===== config.mk =====
export PLATFORM = sky130hd
export DESIGN_NAME = vic_device_flat
export DESIGN_NICKNAME = d
export VERILOG_FILES = /design/src/vic_pkg.sv /design/src/vic_if.sv /design/src/vic_device.sv /design/src/flat_wrapper.sv
export SDC_FILE = /design/constraint.sdc
export NUM_CORES = 1
export LEC_CHECK = 0
export CAP_MARGIN = 10
export CORE_ASPECT_RATIO = 1.25
export CORE_MARGIN = 3
export CORE_UTILIZATION = 60
export CTS_CLUSTER_DIAMETER = 200
export DETAILED_ROUTE_END_ITERATION = 10
export DONT_BUFFER_PORTS = 1
export PLACE_DENSITY = 0.83
export SYNTH_ARGS = -nofsm -noshare
export SYNTH_HDL_FRONTEND = slang
export SYNTH_SLANG_ARGS = --single-unit

===== constraint.sdc =====
create_clock -name sys_clk -period 3.35 [get_ports sys_clk]
set_input_delay 0.67 -clock sys_clk [delete_from_list [all_inputs] [get_ports sys_clk]]
set_output_delay 0.67 -clock sys_clk [all_outputs]
set_load 0.1 [all_outputs]

===== src/vic_pkg.sv =====
// Shared constants and the default code table of the vectored interrupt controller pair.
// Assumes one 20 MHz system clock and a synchronous active-high reset on both ends.
package vic_pkg;

	localparam int NUM_SRC = 20;
	localparam int CODE_W = 6;

	// Device register indices on the link register port
	localparam logic [3:0] OFS_FIXED_VECTOR = 4'h0;
	localparam logic [3:0] OFS_MODIFIED_VECTOR = 4'h1;
	localparam logic [3:0] OFS_INTERRUPT_CONTROL = 4'h2;
	localparam logic [3:0] OFS_SERIAL_STATUS = 4'h3;
	localparam logic [3:0] OFS_DMA_STATUS = 4'h4;
	localparam logic [3:0] OFS_TIMER_STATUS = 4'h5;
	localparam logic [3:0] OFS_SERIAL_ENABLE = 4'h6;
	localparam logic [3:0] OFS_DMA_ENABLE = 4'h7;
	localparam logic [3:0] OFS_TIMER_ENABLE = 4'h8;

	// Field positions of interrupt_control
	localparam int POS_PRIORITY_ORDER = 7;
	localparam int POS_ACK_TYPE_HI = 6;
	localparam int POS_ACK_TYPE_LO = 5;
	localparam int POS_VECTOR_SELECT = 4;

	// Writable masks: reserved positions are forced to zero
	localparam logic [7:0] MASK_MODIFIED_VECTOR = 8'hc0;
	localparam logic [7:0] MASK_INTERRUPT_CONTROL = 8'hf0;
	localparam logic [7:0] MASK_TIMER = 8'hf0;

	// Reset values
	localparam logic [7:0] RST_BYTE = 8'h00;
	localparam logic [5:0] RST_CODE = 6'h00;

	// Acknowledge-type field encodings
	localparam logic [1:0] ACK_NONE = 2'h0;
	localparam logic [1:0] ACK_SINGLE = 2'h1;
	localparam logic [1:0] ACK_DOUBLE = 2'h2;
	localparam logic [1:0] ACK_RESERVED = 2'h3;

	// Host controller register offsets on the user port
	localparam logic [2:0] HOFS_TARGET = 3'h0;
	localparam logic [2:0] HOFS_WRITE = 3'h1;
	localparam logic [2:0] HOFS_READ = 3'h2;
	localparam logic [2:0] HOFS_READ_DATA = 3'h3;
	localparam logic [2:0] HOFS_ACK = 3'h4;
	localparam logic [2:0] HOFS_VECTOR = 3'h5;

	// Length of one low acknowledge strobe, in clock cycles
	localparam int ACK_LOW_CYCLES = 4;

	// Default source code table: each source coded by its own index
	function automatic logic [NUM_SRC*CODE_W-1:0] default_codes();
		logic [NUM_SRC*CODE_W-1:0] t;
		t = '0;
		for (int i = 0; i < NUM_SRC; i++)
		begin
			t[i*CODE_W +: CODE_W] = CODE_W'(i);
		end
		return t;
	endfunction

endpackage


===== src/vic_if.sv =====
// Link between the interrupt controller and the host processor side.
// Assumes both ends share sys_clk; the vector bus is driven by the device alone, qualified by vec_oe_n.
`timescale 1ns/1ps
interface vic_if
(
	input wire logic sys_clk
);
	logic [3:0] reg_addr;
	logic [7:0] reg_wdata;
	logic reg_we;
	logic reg_re;
	logic [7:0] reg_rdata;
	logic irq_n;
	logic irq_ack_n;
	logic [15:0] vec_out;
	logic vec_oe_n;

	modport dev_mp
	(
		input reg_addr, reg_wdata, reg_we, reg_re, irq_ack_n,
		output reg_rdata, irq_n, vec_out, vec_oe_n
	);

	modport host_mp
	(
		output reg_addr, reg_wdata, reg_we, reg_re, irq_ack_n,
		input reg_rdata, irq_n, vec_out, vec_oe_n
	);
endinterface


===== src/vic_device.sv =====
// Interrupt controller end: status, enables, priority ranking, vector answer.
// Assumes request lines come from logic on sys_clk and the host keeps reserved bits zero.
//
// Local design decisions: the placing of the registers and strobed register access.
`timescale 1ns/1ps

module vic_device
#(
	parameter logic [vic_pkg::NUM_SRC*vic_pkg::CODE_W-1:0] SRC_CODE_TABLE = vic_pkg::default_codes()
)
(
	input wire logic sys_clk,
	input wire logic sys_rst,
	vic_if.dev_mp link,
	input wire logic [7:0] serial_req,
	input wire logic [7:0] dma_req,
	input wire logic [3:0] timer_req
);
	import vic_pkg::*;

	typedef struct packed {
		logic [7:0] fixed_vector;
		logic [1:0] mod_top;
		logic priority_order_select;
		logic [1:0] ack_type;
		logic vector_select;
		logic [7:0] serial_en;
		logic [7:0] dma_en;
		logic [3:0] timer_en;
		logic [7:0] serial_st;
		logic [7:0] dma_st;
		logic [3:0] timer_st;
		logic [7:0] rdata;
		logic irq_n;
		logic ack_prev;
		logic ack_armed;
		logic drive;
		logic [7:0] vec;
	} vic_dev_state_t;

	localparam vic_dev_state_t STATE_RESET = '{
		fixed_vector: RST_BYTE,
		mod_top: 2'h0,
		priority_order_select: 1'b0,
		ack_type: ACK_NONE,
		vector_select: 1'b0,
		serial_en: RST_BYTE,
		dma_en: RST_BYTE,
		timer_en: 4'h0,
		serial_st: RST_BYTE,
		dma_st: RST_BYTE,
		timer_st: 4'h0,
		rdata: RST_BYTE,
		irq_n: 1'b1,
		ack_prev: 1'b1,
		ack_armed: 1'b0,
		drive: 1'b0,
		vec: RST_BYTE
	};

	vic_dev_state_t s_reg;
	vic_dev_state_t s_next;

	// Rank position to source identity; identities are serial 0-7, DMA 8-15, timers 16-19
	function automatic int rank_to_src(input int rank, input logic dma_first);
		int src;
		src = rank;
		if (dma_first && rank < 8)
		begin
			src = rank + 8;
		end
		else if (dma_first && rank < 16)
		begin
			src = rank - 8;
		end
		return src;
	endfunction

	// Whole next-state computation in one place
	always_comb
	begin
		logic [NUM_SRC-1:0] pend;
		logic found;
		logic [5:0] code;
		logic [7:0] sel_vec;
		logic ack_fall;
		int src;
		pend = '0;
		found = 1'b0;
		code = RST_CODE;
		sel_vec = RST_BYTE;
		ack_fall = 1'b0;
		src = 0;
		s_next = s_reg;

		// Status mirrors the source lines; writes never touch it
		s_next.serial_st = serial_req;
		s_next.dma_st = dma_req;
		s_next.timer_st = timer_req;

		// Enabled pending requests, indexed by source identity
		pend = {s_reg.timer_st & s_reg.timer_en, s_reg.dma_st & s_reg.dma_en,
			s_reg.serial_st & s_reg.serial_en};
		s_next.irq_n = ~(|pend);

		// Highest-ranked enabled source wins the code field
		for (int r = 0; r < NUM_SRC; r++)
		begin
			src = rank_to_src(r, s_reg.priority_order_select);
			if (!found && pend[src])
			begin
				found = 1'b1;
				code = SRC_CODE_TABLE[src*CODE_W +: CODE_W];
			end
		end

		// Register writes; reserved positions are masked off
		if (link.reg_we)
		begin
			case (link.reg_addr)
				OFS_FIXED_VECTOR: s_next.fixed_vector = link.reg_wdata;
				OFS_MODIFIED_VECTOR: s_next.mod_top = link.reg_wdata[7:6];
				OFS_INTERRUPT_CONTROL:
				begin
					s_next.priority_order_select = link.reg_wdata[POS_PRIORITY_ORDER];
					s_next.ack_type = {link.reg_wdata[POS_ACK_TYPE_HI],
						link.reg_wdata[POS_ACK_TYPE_LO]};
					s_next.vector_select = link.reg_wdata[POS_VECTOR_SELECT];
				end
				OFS_SERIAL_ENABLE: s_next.serial_en = link.reg_wdata;
				OFS_DMA_ENABLE: s_next.dma_en = link.reg_wdata;
				OFS_TIMER_ENABLE: s_next.timer_en = link.reg_wdata[7:4];
				default: ;
			endcase
		end

		// Read data stands for exactly one cycle after the strobe
		s_next.rdata = RST_BYTE;
		if (link.reg_re)
		begin
			case (link.reg_addr)
				OFS_FIXED_VECTOR: s_next.rdata = s_reg.fixed_vector;
				OFS_MODIFIED_VECTOR: s_next.rdata = {s_reg.mod_top, RST_CODE};
				OFS_INTERRUPT_CONTROL: s_next.rdata = {s_reg.priority_order_select,
					s_reg.ack_type, s_reg.vector_select, 4'h0};
				OFS_SERIAL_STATUS: s_next.rdata = s_reg.serial_st;
				OFS_DMA_STATUS: s_next.rdata = s_reg.dma_st;
				OFS_TIMER_STATUS: s_next.rdata = {s_reg.timer_st, 4'h0};
				OFS_SERIAL_ENABLE: s_next.rdata = s_reg.serial_en;
				OFS_DMA_ENABLE: s_next.rdata = s_reg.dma_en;
				OFS_TIMER_ENABLE: s_next.rdata = {s_reg.timer_en, 4'h0};
				default: s_next.rdata = RST_BYTE;
			endcase
		end

		// Vector chosen at the acknowledge edge; the code is frozen from then on
		sel_vec = s_reg.vector_select ? {s_reg.mod_top, code} : s_reg.fixed_vector;
		ack_fall = !link.irq_ack_n && s_reg.ack_prev;
		s_next.ack_prev = link.irq_ack_n;

		// Acknowledge handling: the bus is held only while the strobe stays low
		if (link.irq_ack_n)
		begin
			s_next.drive = 1'b0;
		end
		else if (ack_fall && !s_reg.irq_n)
		begin
			case (s_reg.ack_type)
				ACK_SINGLE:
				begin
					s_next.drive = 1'b1;
					s_next.vec = sel_vec;
				end
				ACK_DOUBLE:
				begin
					if (s_reg.ack_armed)
					begin
						s_next.drive = 1'b1;
						s_next.vec = sel_vec;
						s_next.ack_armed = 1'b0;
					end
					else
					begin
						s_next.ack_armed = 1'b1;
					end
				end
				// No-acknowledge and the reserved code never drive
				default: s_next.drive = 1'b0;
			endcase
		end
	end

	// Single state register
	always_ff @(posedge sys_clk)
	begin
		if (sys_rst)
		begin
			s_reg <= STATE_RESET;
		end
		else
		begin
			s_reg <= s_next;
		end
	end

	// Outputs straight from flip-flops; upper byte is don't-care, driven zero
	assign link.reg_rdata = s_reg.rdata;
	assign link.irq_n = s_reg.irq_n;
	assign link.vec_out = {RST_BYTE, s_reg.vec};
	assign link.vec_oe_n = ~s_reg.drive;

endmodule


===== src/flat_wrapper.sv =====
// flat-port wrapper written by rule: the top's interface ports become plain ports
module vic_device_flat import vic_pkg::*;
#(
	parameter logic [vic_pkg::NUM_SRC*vic_pkg::CODE_W-1:0] SRC_CODE_TABLE = vic_pkg::default_codes()
)
  (sys_clk, sys_rst, serial_req, dma_req, timer_req, link_reg_addr, link_reg_wdata, link_reg_we, link_reg_re, link_irq_ack_n, link_reg_rdata, link_irq_n, link_vec_out, link_vec_oe_n);
  vic_if link_i (.sys_clk(sys_clk));
  input wire logic sys_clk;
  input wire logic sys_rst;
  input wire logic [7:0] serial_req;
  input wire logic [7:0] dma_req;
  input wire logic [3:0] timer_req;
  input wire logic [$bits(link_i.reg_addr)-1:0] link_reg_addr;
  input wire logic [$bits(link_i.reg_wdata)-1:0] link_reg_wdata;
  input wire logic [$bits(link_i.reg_we)-1:0] link_reg_we;
  input wire logic [$bits(link_i.reg_re)-1:0] link_reg_re;
  input wire logic [$bits(link_i.irq_ack_n)-1:0] link_irq_ack_n;
  output wire logic [$bits(link_i.reg_rdata)-1:0] link_reg_rdata;
  output wire logic [$bits(link_i.irq_n)-1:0] link_irq_n;
  output wire logic [$bits(link_i.vec_out)-1:0] link_vec_out;
  output wire logic [$bits(link_i.vec_oe_n)-1:0] link_vec_oe_n;
  assign link_i.reg_addr = link_reg_addr;
  assign link_i.reg_wdata = link_reg_wdata;
  assign link_i.reg_we = link_reg_we;
  assign link_i.reg_re = link_reg_re;
  assign link_i.irq_ack_n = link_irq_ack_n;
  assign link_reg_rdata = link_i.reg_rdata;
  assign link_irq_n = link_i.irq_n;
  assign link_vec_out = link_i.vec_out;
  assign link_vec_oe_n = link_i.vec_oe_n;
  vic_device #(.SRC_CODE_TABLE(SRC_CODE_TABLE)) u_core (.sys_clk(sys_clk), .sys_rst(sys_rst), .link(link_i), .serial_req(serial_req), .dma_req(dma_req), .timer_req(timer_req));
endmodule

======== Word-level counts from Yosys, hierarchy flattened ========
Cells that the tools add are included.
operators by class
  multiply operators ...................... 16
  magnitude comparators ................... 16
  equality and inequality tests ........... 11
  shift operators ......................... 16
  mux-type cells .......................... 109
  bitwise logic cells ..................... 7
  reduce and logical (&&, ||, !) cells .... 56
operators by type and width
  cell                                                                            count
  120-bit by 32-bit variable part select with 6-bit output, first input constant  16
  6-bit 2-to-1 mux                                                                20
  4-bit by 6-bit less-than comparator with 1-bit output, second input constant    15
  4-bit by 2-bit multiplier with 6-bit output, second input constant              15
  1-bit binary-select mux with 5-bit select                                       16
  8-bit case mux with 9 select lines                                              1
  4-bit 2-to-1 mux                                                                16
  1-bit 2-to-1 mux                                                                52
  32-bit by 7-bit less-than comparator with 1-bit output, second input constant   1
  32-bit by 3-bit multiplier with 31-bit output, second input constant            1
  1-bit logical AND                                                               21
  1-bit logical NOT                                                               21
  20-bit OR reduction                                                             1
  8-bit AND                                                                       2
  4-bit by 3-bit == test with 1-bit output, second input constant                 4
  8-bit case mux with 2 select lines                                              1
  2-bit AND reduction                                                             7
  9-bit 2-to-1 mux                                                                1
  4-bit by 2-bit == test with 1-bit output, second input constant                 2
  8-bit 2-to-1 mux                                                                1
  4-bit AND                                                                       1
  4-bit by 1-bit == test with 1-bit output, second input constant                 1
  4-bit == test, second input constant                                            1
  4-bit logical NOT                                                               1
  other kinds (9)                                                                 13
storage, ports and cells
  bits in registers ....................... 74
  bits of input ports ..................... 37

======== Logic depth before layout (Yosys ltp) ========
  word-level depth ........................ 65
  mapped depth ............................ 8
  depth with buffers taken out ............ 7

======== Worst setup path after synthesis ========
OpenSTA, ideal clock, no wires.
  path kind ............................... register to register
  start ................................... register u_core.s_reg (netlist bit u_core.link.irq_n)
  end ..................................... register u_core.s_reg (netlist bit u_core.link.vec_out[3])
  arrival time ............................ 1.922 ns
  path slack .............................. 1.359 ns
  stages on the path, launching flop included .. 6
  period minus slack after synthesis ...... 1.991 ns
  cell sequence ........................... dfxtp_1 > nor3b_1 > o211a_1 > nor2_1 > or4_1 > o21ai_1
between the ends
  word-level cells in the longest chain between the ends .. 3
ends and longest elaborated chain
  item                                  line               source
  from (decl)                           vic_device.sv:61   vic_dev_state_t s_reg;
  from (signal assigned)                vic_device.sv:202  s_reg <= s_next;
  1-bit logical NOT                     vic_device.sv:166  else if (ack_fall && !s_reg.irq_n)
  1-bit logical AND                     vic_device.sv:166
  4-bit AND reduction (no source line)  -
No other way between the ends.
A chain may end at the register's enable or synchronous reset.

======== Worst setup path in the final report ========
  start ................................... register u_core.s_reg[63] (netlist bit)
  end ..................................... register u_core.s_reg (netlist bit u_core.link.vec_out[3])
between the ends
  word-level cells in the longest chain between the ends .. 65
  elaborated cells between the ends (all ways) .. 176
  those cells by class .................... mul (16); shift (16); mux (106); reduce/logical (38)
ends and longest elaborated chain
  item                                                                                                    line               source
  parallel branches: the longest is 61 deep, another holds 32-bit by 3-bit multiplier with 31-bit output  -
  6-bit 2-to-1 mux *                                                                                      vic_device.sv:110  if (!found && pend[src])
  8-bit 2-to-1 mux *                                                                                      vic_device.sv:157  sel_vec = s_reg.vector_select ? {s_reg.mod_top, code} : s_reg.fixed_vector;
  9-bit 2-to-1 mux                                                                                        vic_device.sv:176  if (s_reg.ack_armed)
  8-bit case mux with 2 select lines *                                                                    vic_device.sv:168  case (s_reg.ack_type)
Mark *: on every way between the ends. The select of a mux whose other input is x is not followed.

==> out/qor.csv <==
metric,value,unit
total power draw,1.84,mW
top_reg_cell synth,dfxtp_1,
global placement routability congestion,0.938,
Final HPWL DP,6830,µm
cts hold-fix bufs,0,
Setup crit end kind,flip-flop,
post-synthesis cell area,3780,µm²
RSZ-0062 raised after global routing,false,
via count,3276,
final setup TNS,0,ns
static leakage,1.36,nW
Worst Hold Class,input pin to flip-flop,
WS Path Type,flip-flop to flip-flop,
startpoint class of the critical path,flip-flop,
die area,7300,µm²
final net count,454,
H-tree depth,3,
max cap viols,0,
number of diodes,0,
clock sinks,74,
WHS,0.387,ns
slew at the pin with the worst max-slew slack,1.03,ns
CP startpoint,u_core.s_reg[63],
DRT antenna net count,0,
maximum vdd drop,0.000344,V
WP data arrival,2.70,ns
synthesized flop and latch total,74,
Iter 0 DRT Violations,359,
cts bufs inserted,9,
Syn Inst Count,445,
status,finished clean,
share of layout cells above drive strength 1,7.84,%
via-per-instance ratio,6.51,
maximum clock rate,414,MHz
worst setup path end,u_core.link.vec_out[3],
die extent in y,94.8,µm
first-pass GRT wire length,15400,µm
Worst Path Max Fanout,36,
Final Max Slew Viols,0,
r2r endpoint,u_core.link.vec_out[3],
reg2reg setup slack,0.94,ns
Initial Utilization,63.8,%
Post-synth EDFFs,0,
CTS tree,done,
Final period util,72.1,%
crit path cell chain,"nand3b_1, o2111ai_1, or2_0, o41a_1, o21ai_1",
Synth top cells by count,"dfxtp_1, nand2_1, nand3_1, a21oi_1",
Largest register FFs,57,
most common cell in the synthesized netlist,dfxtp_1,
First-pass DRT Iterations,5,
Reg-to-Reg Start,u_core.s_reg[63],
Yosys top cell area share,39.2,%
clock buffer depth,2,
io pins,63,
largest net degree at the start of global routing,68,
P per Cell Area,475,nW/µm²
IO buf count,0,
CP required,3.63,ns
clock skew,0.00808,ns
Clock Pin Slew Worst Setup and Hold Paths,0.08,ns
final hold violation count,0,
"Async S/R FF share, synth",0,%
initial antenna violation count,0,
cell type with the largest total area after synthesis,dfxtp_1,
total track usage,26.9,%
row count,31,
Max-slew headroom,31.1,%
number of global-route vias before repair,3098,
synthesized area per cell,8.50,µm²
DRC violations left,0,
core footprint,5930,µm²
root buffer cell,clkbuf_8,
Area contributors post-synth,"dfxtp_1, nand2_1, nand3_1",
Critical-path top delay cell,dfxtp_1,
drt wl/cell,19.0,µm
Reg2Reg Depth,5,
overflow left after global routing,0,
die width,77.0,µm
sequential fraction of the synthesis area,39.2,%
Post-CTS Resized,0,
postcts setup bufs,0,
Netlist cell types,67,
Syn. warnings,0,
clk_lat worst skew,0.34,ns
area grow syn2layout,2.55,%
fin crit period,2.41,ns
Final setup viols,0,
Worst path max stage delay,1.00,ns
drt total wl,9580,µm
-- layout by cell type, fill, tap and decap left out, drive strengths merged, types with 13 or more instances in the layout --
master and n:
a21oi 35, a22oi 17, clkbuf 13, dfxtp 74, nand2 54, nand3 40, nor2 24, nor2b 22
-- cells by family after synthesis --
| kind of cell | Yosys count | synth area share [%] |
|---|---|---|
| other | 1 | 0.0991 |
| AND/OR/NAND/NOR | 183 | 26.3 |
| XOR/XNOR | 1 | 0.232 |
| buffers and inverters | 56 | 8.60 |
| adder cells (fa/ha/maj) | 1 | 0.331 |
| multiplexers | 16 | 4.53 |
| AO/OA/AOI/OAI | 113 | 20.8 |
| flip-flops | 74 | 39.2 |
-- metal layers --
layer / track usage (%) / routed length [µm] / vias up
li1: - / - / 1548
met1: 35.3 / 3810 / 1517
met2: 42.4 / 4470 / 182
met3: 5.34 / 958 / 29
met4: 13.5 / 334 / 0
met5: 0 / 0 / -
-- where the power goes --
group	switching [mW]	total [mW]	internal, mW	leakage (nW)
clock network	0.324	0.808	0.484	0.120
registers	0.0326	0.932	0.899	0.603
logic	0.0717	0.104	0.0319	0.633
-- area by class of cell --
| type | count | area [µm²] |
|---|---|---|
| clock buffers | 13 | 169 |
| clock inverters | 3 | 68.8 |
| fillers | 508 | 2050 |
| inverters | 5 | 18.8 |
| multi-input cells | 322 | 2010 |
| flip-flops and latches | 74 | 1480 |
| well taps | 82 | 103 |
| repair buffers | 4 | 30.0 |
-- per-stage QoR --
stage	worst slack [ns]	instances	cell area [µm²]	utilization [%]
5_1_grt	0.740	503	3880	65.4
3_5_place_dp	0.990	487	3640	61.4
6_report	0.936	503	3880	65.4
2_1_floorplan	1.36	452	3810	-
3_3_place_gp	1.05	487	3640	61.4
4_1_cts	0.981	503	3880	65.4
-- worst min-delay path by stage --
stage,startpoint,depth (start not counted),to
2_1_floorplan,u_core.s_reg[73],2,u_core.s_reg[73]
6_report,sys_rst,1,u_core.s_reg[37]
4_1_cts,sys_rst,1,u_core.s_reg[53]
3_5_place_dp,u_core.s_reg[70],2,u_core.s_reg[70]
3_3_place_gp,u_core.s_reg[70],2,u_core.s_reg[70]
5_1_grt,sys_rst,1,u_core.s_reg[57]
-- critical path: cells and delay by family (launching register included) --
family | cells | cell delay [ns]
flops | 1 | 1.00
compound gates | 3 | 0.79
simple gates | 2 | 0.56
Note: power is estimated with default switching activity, not from simulation.
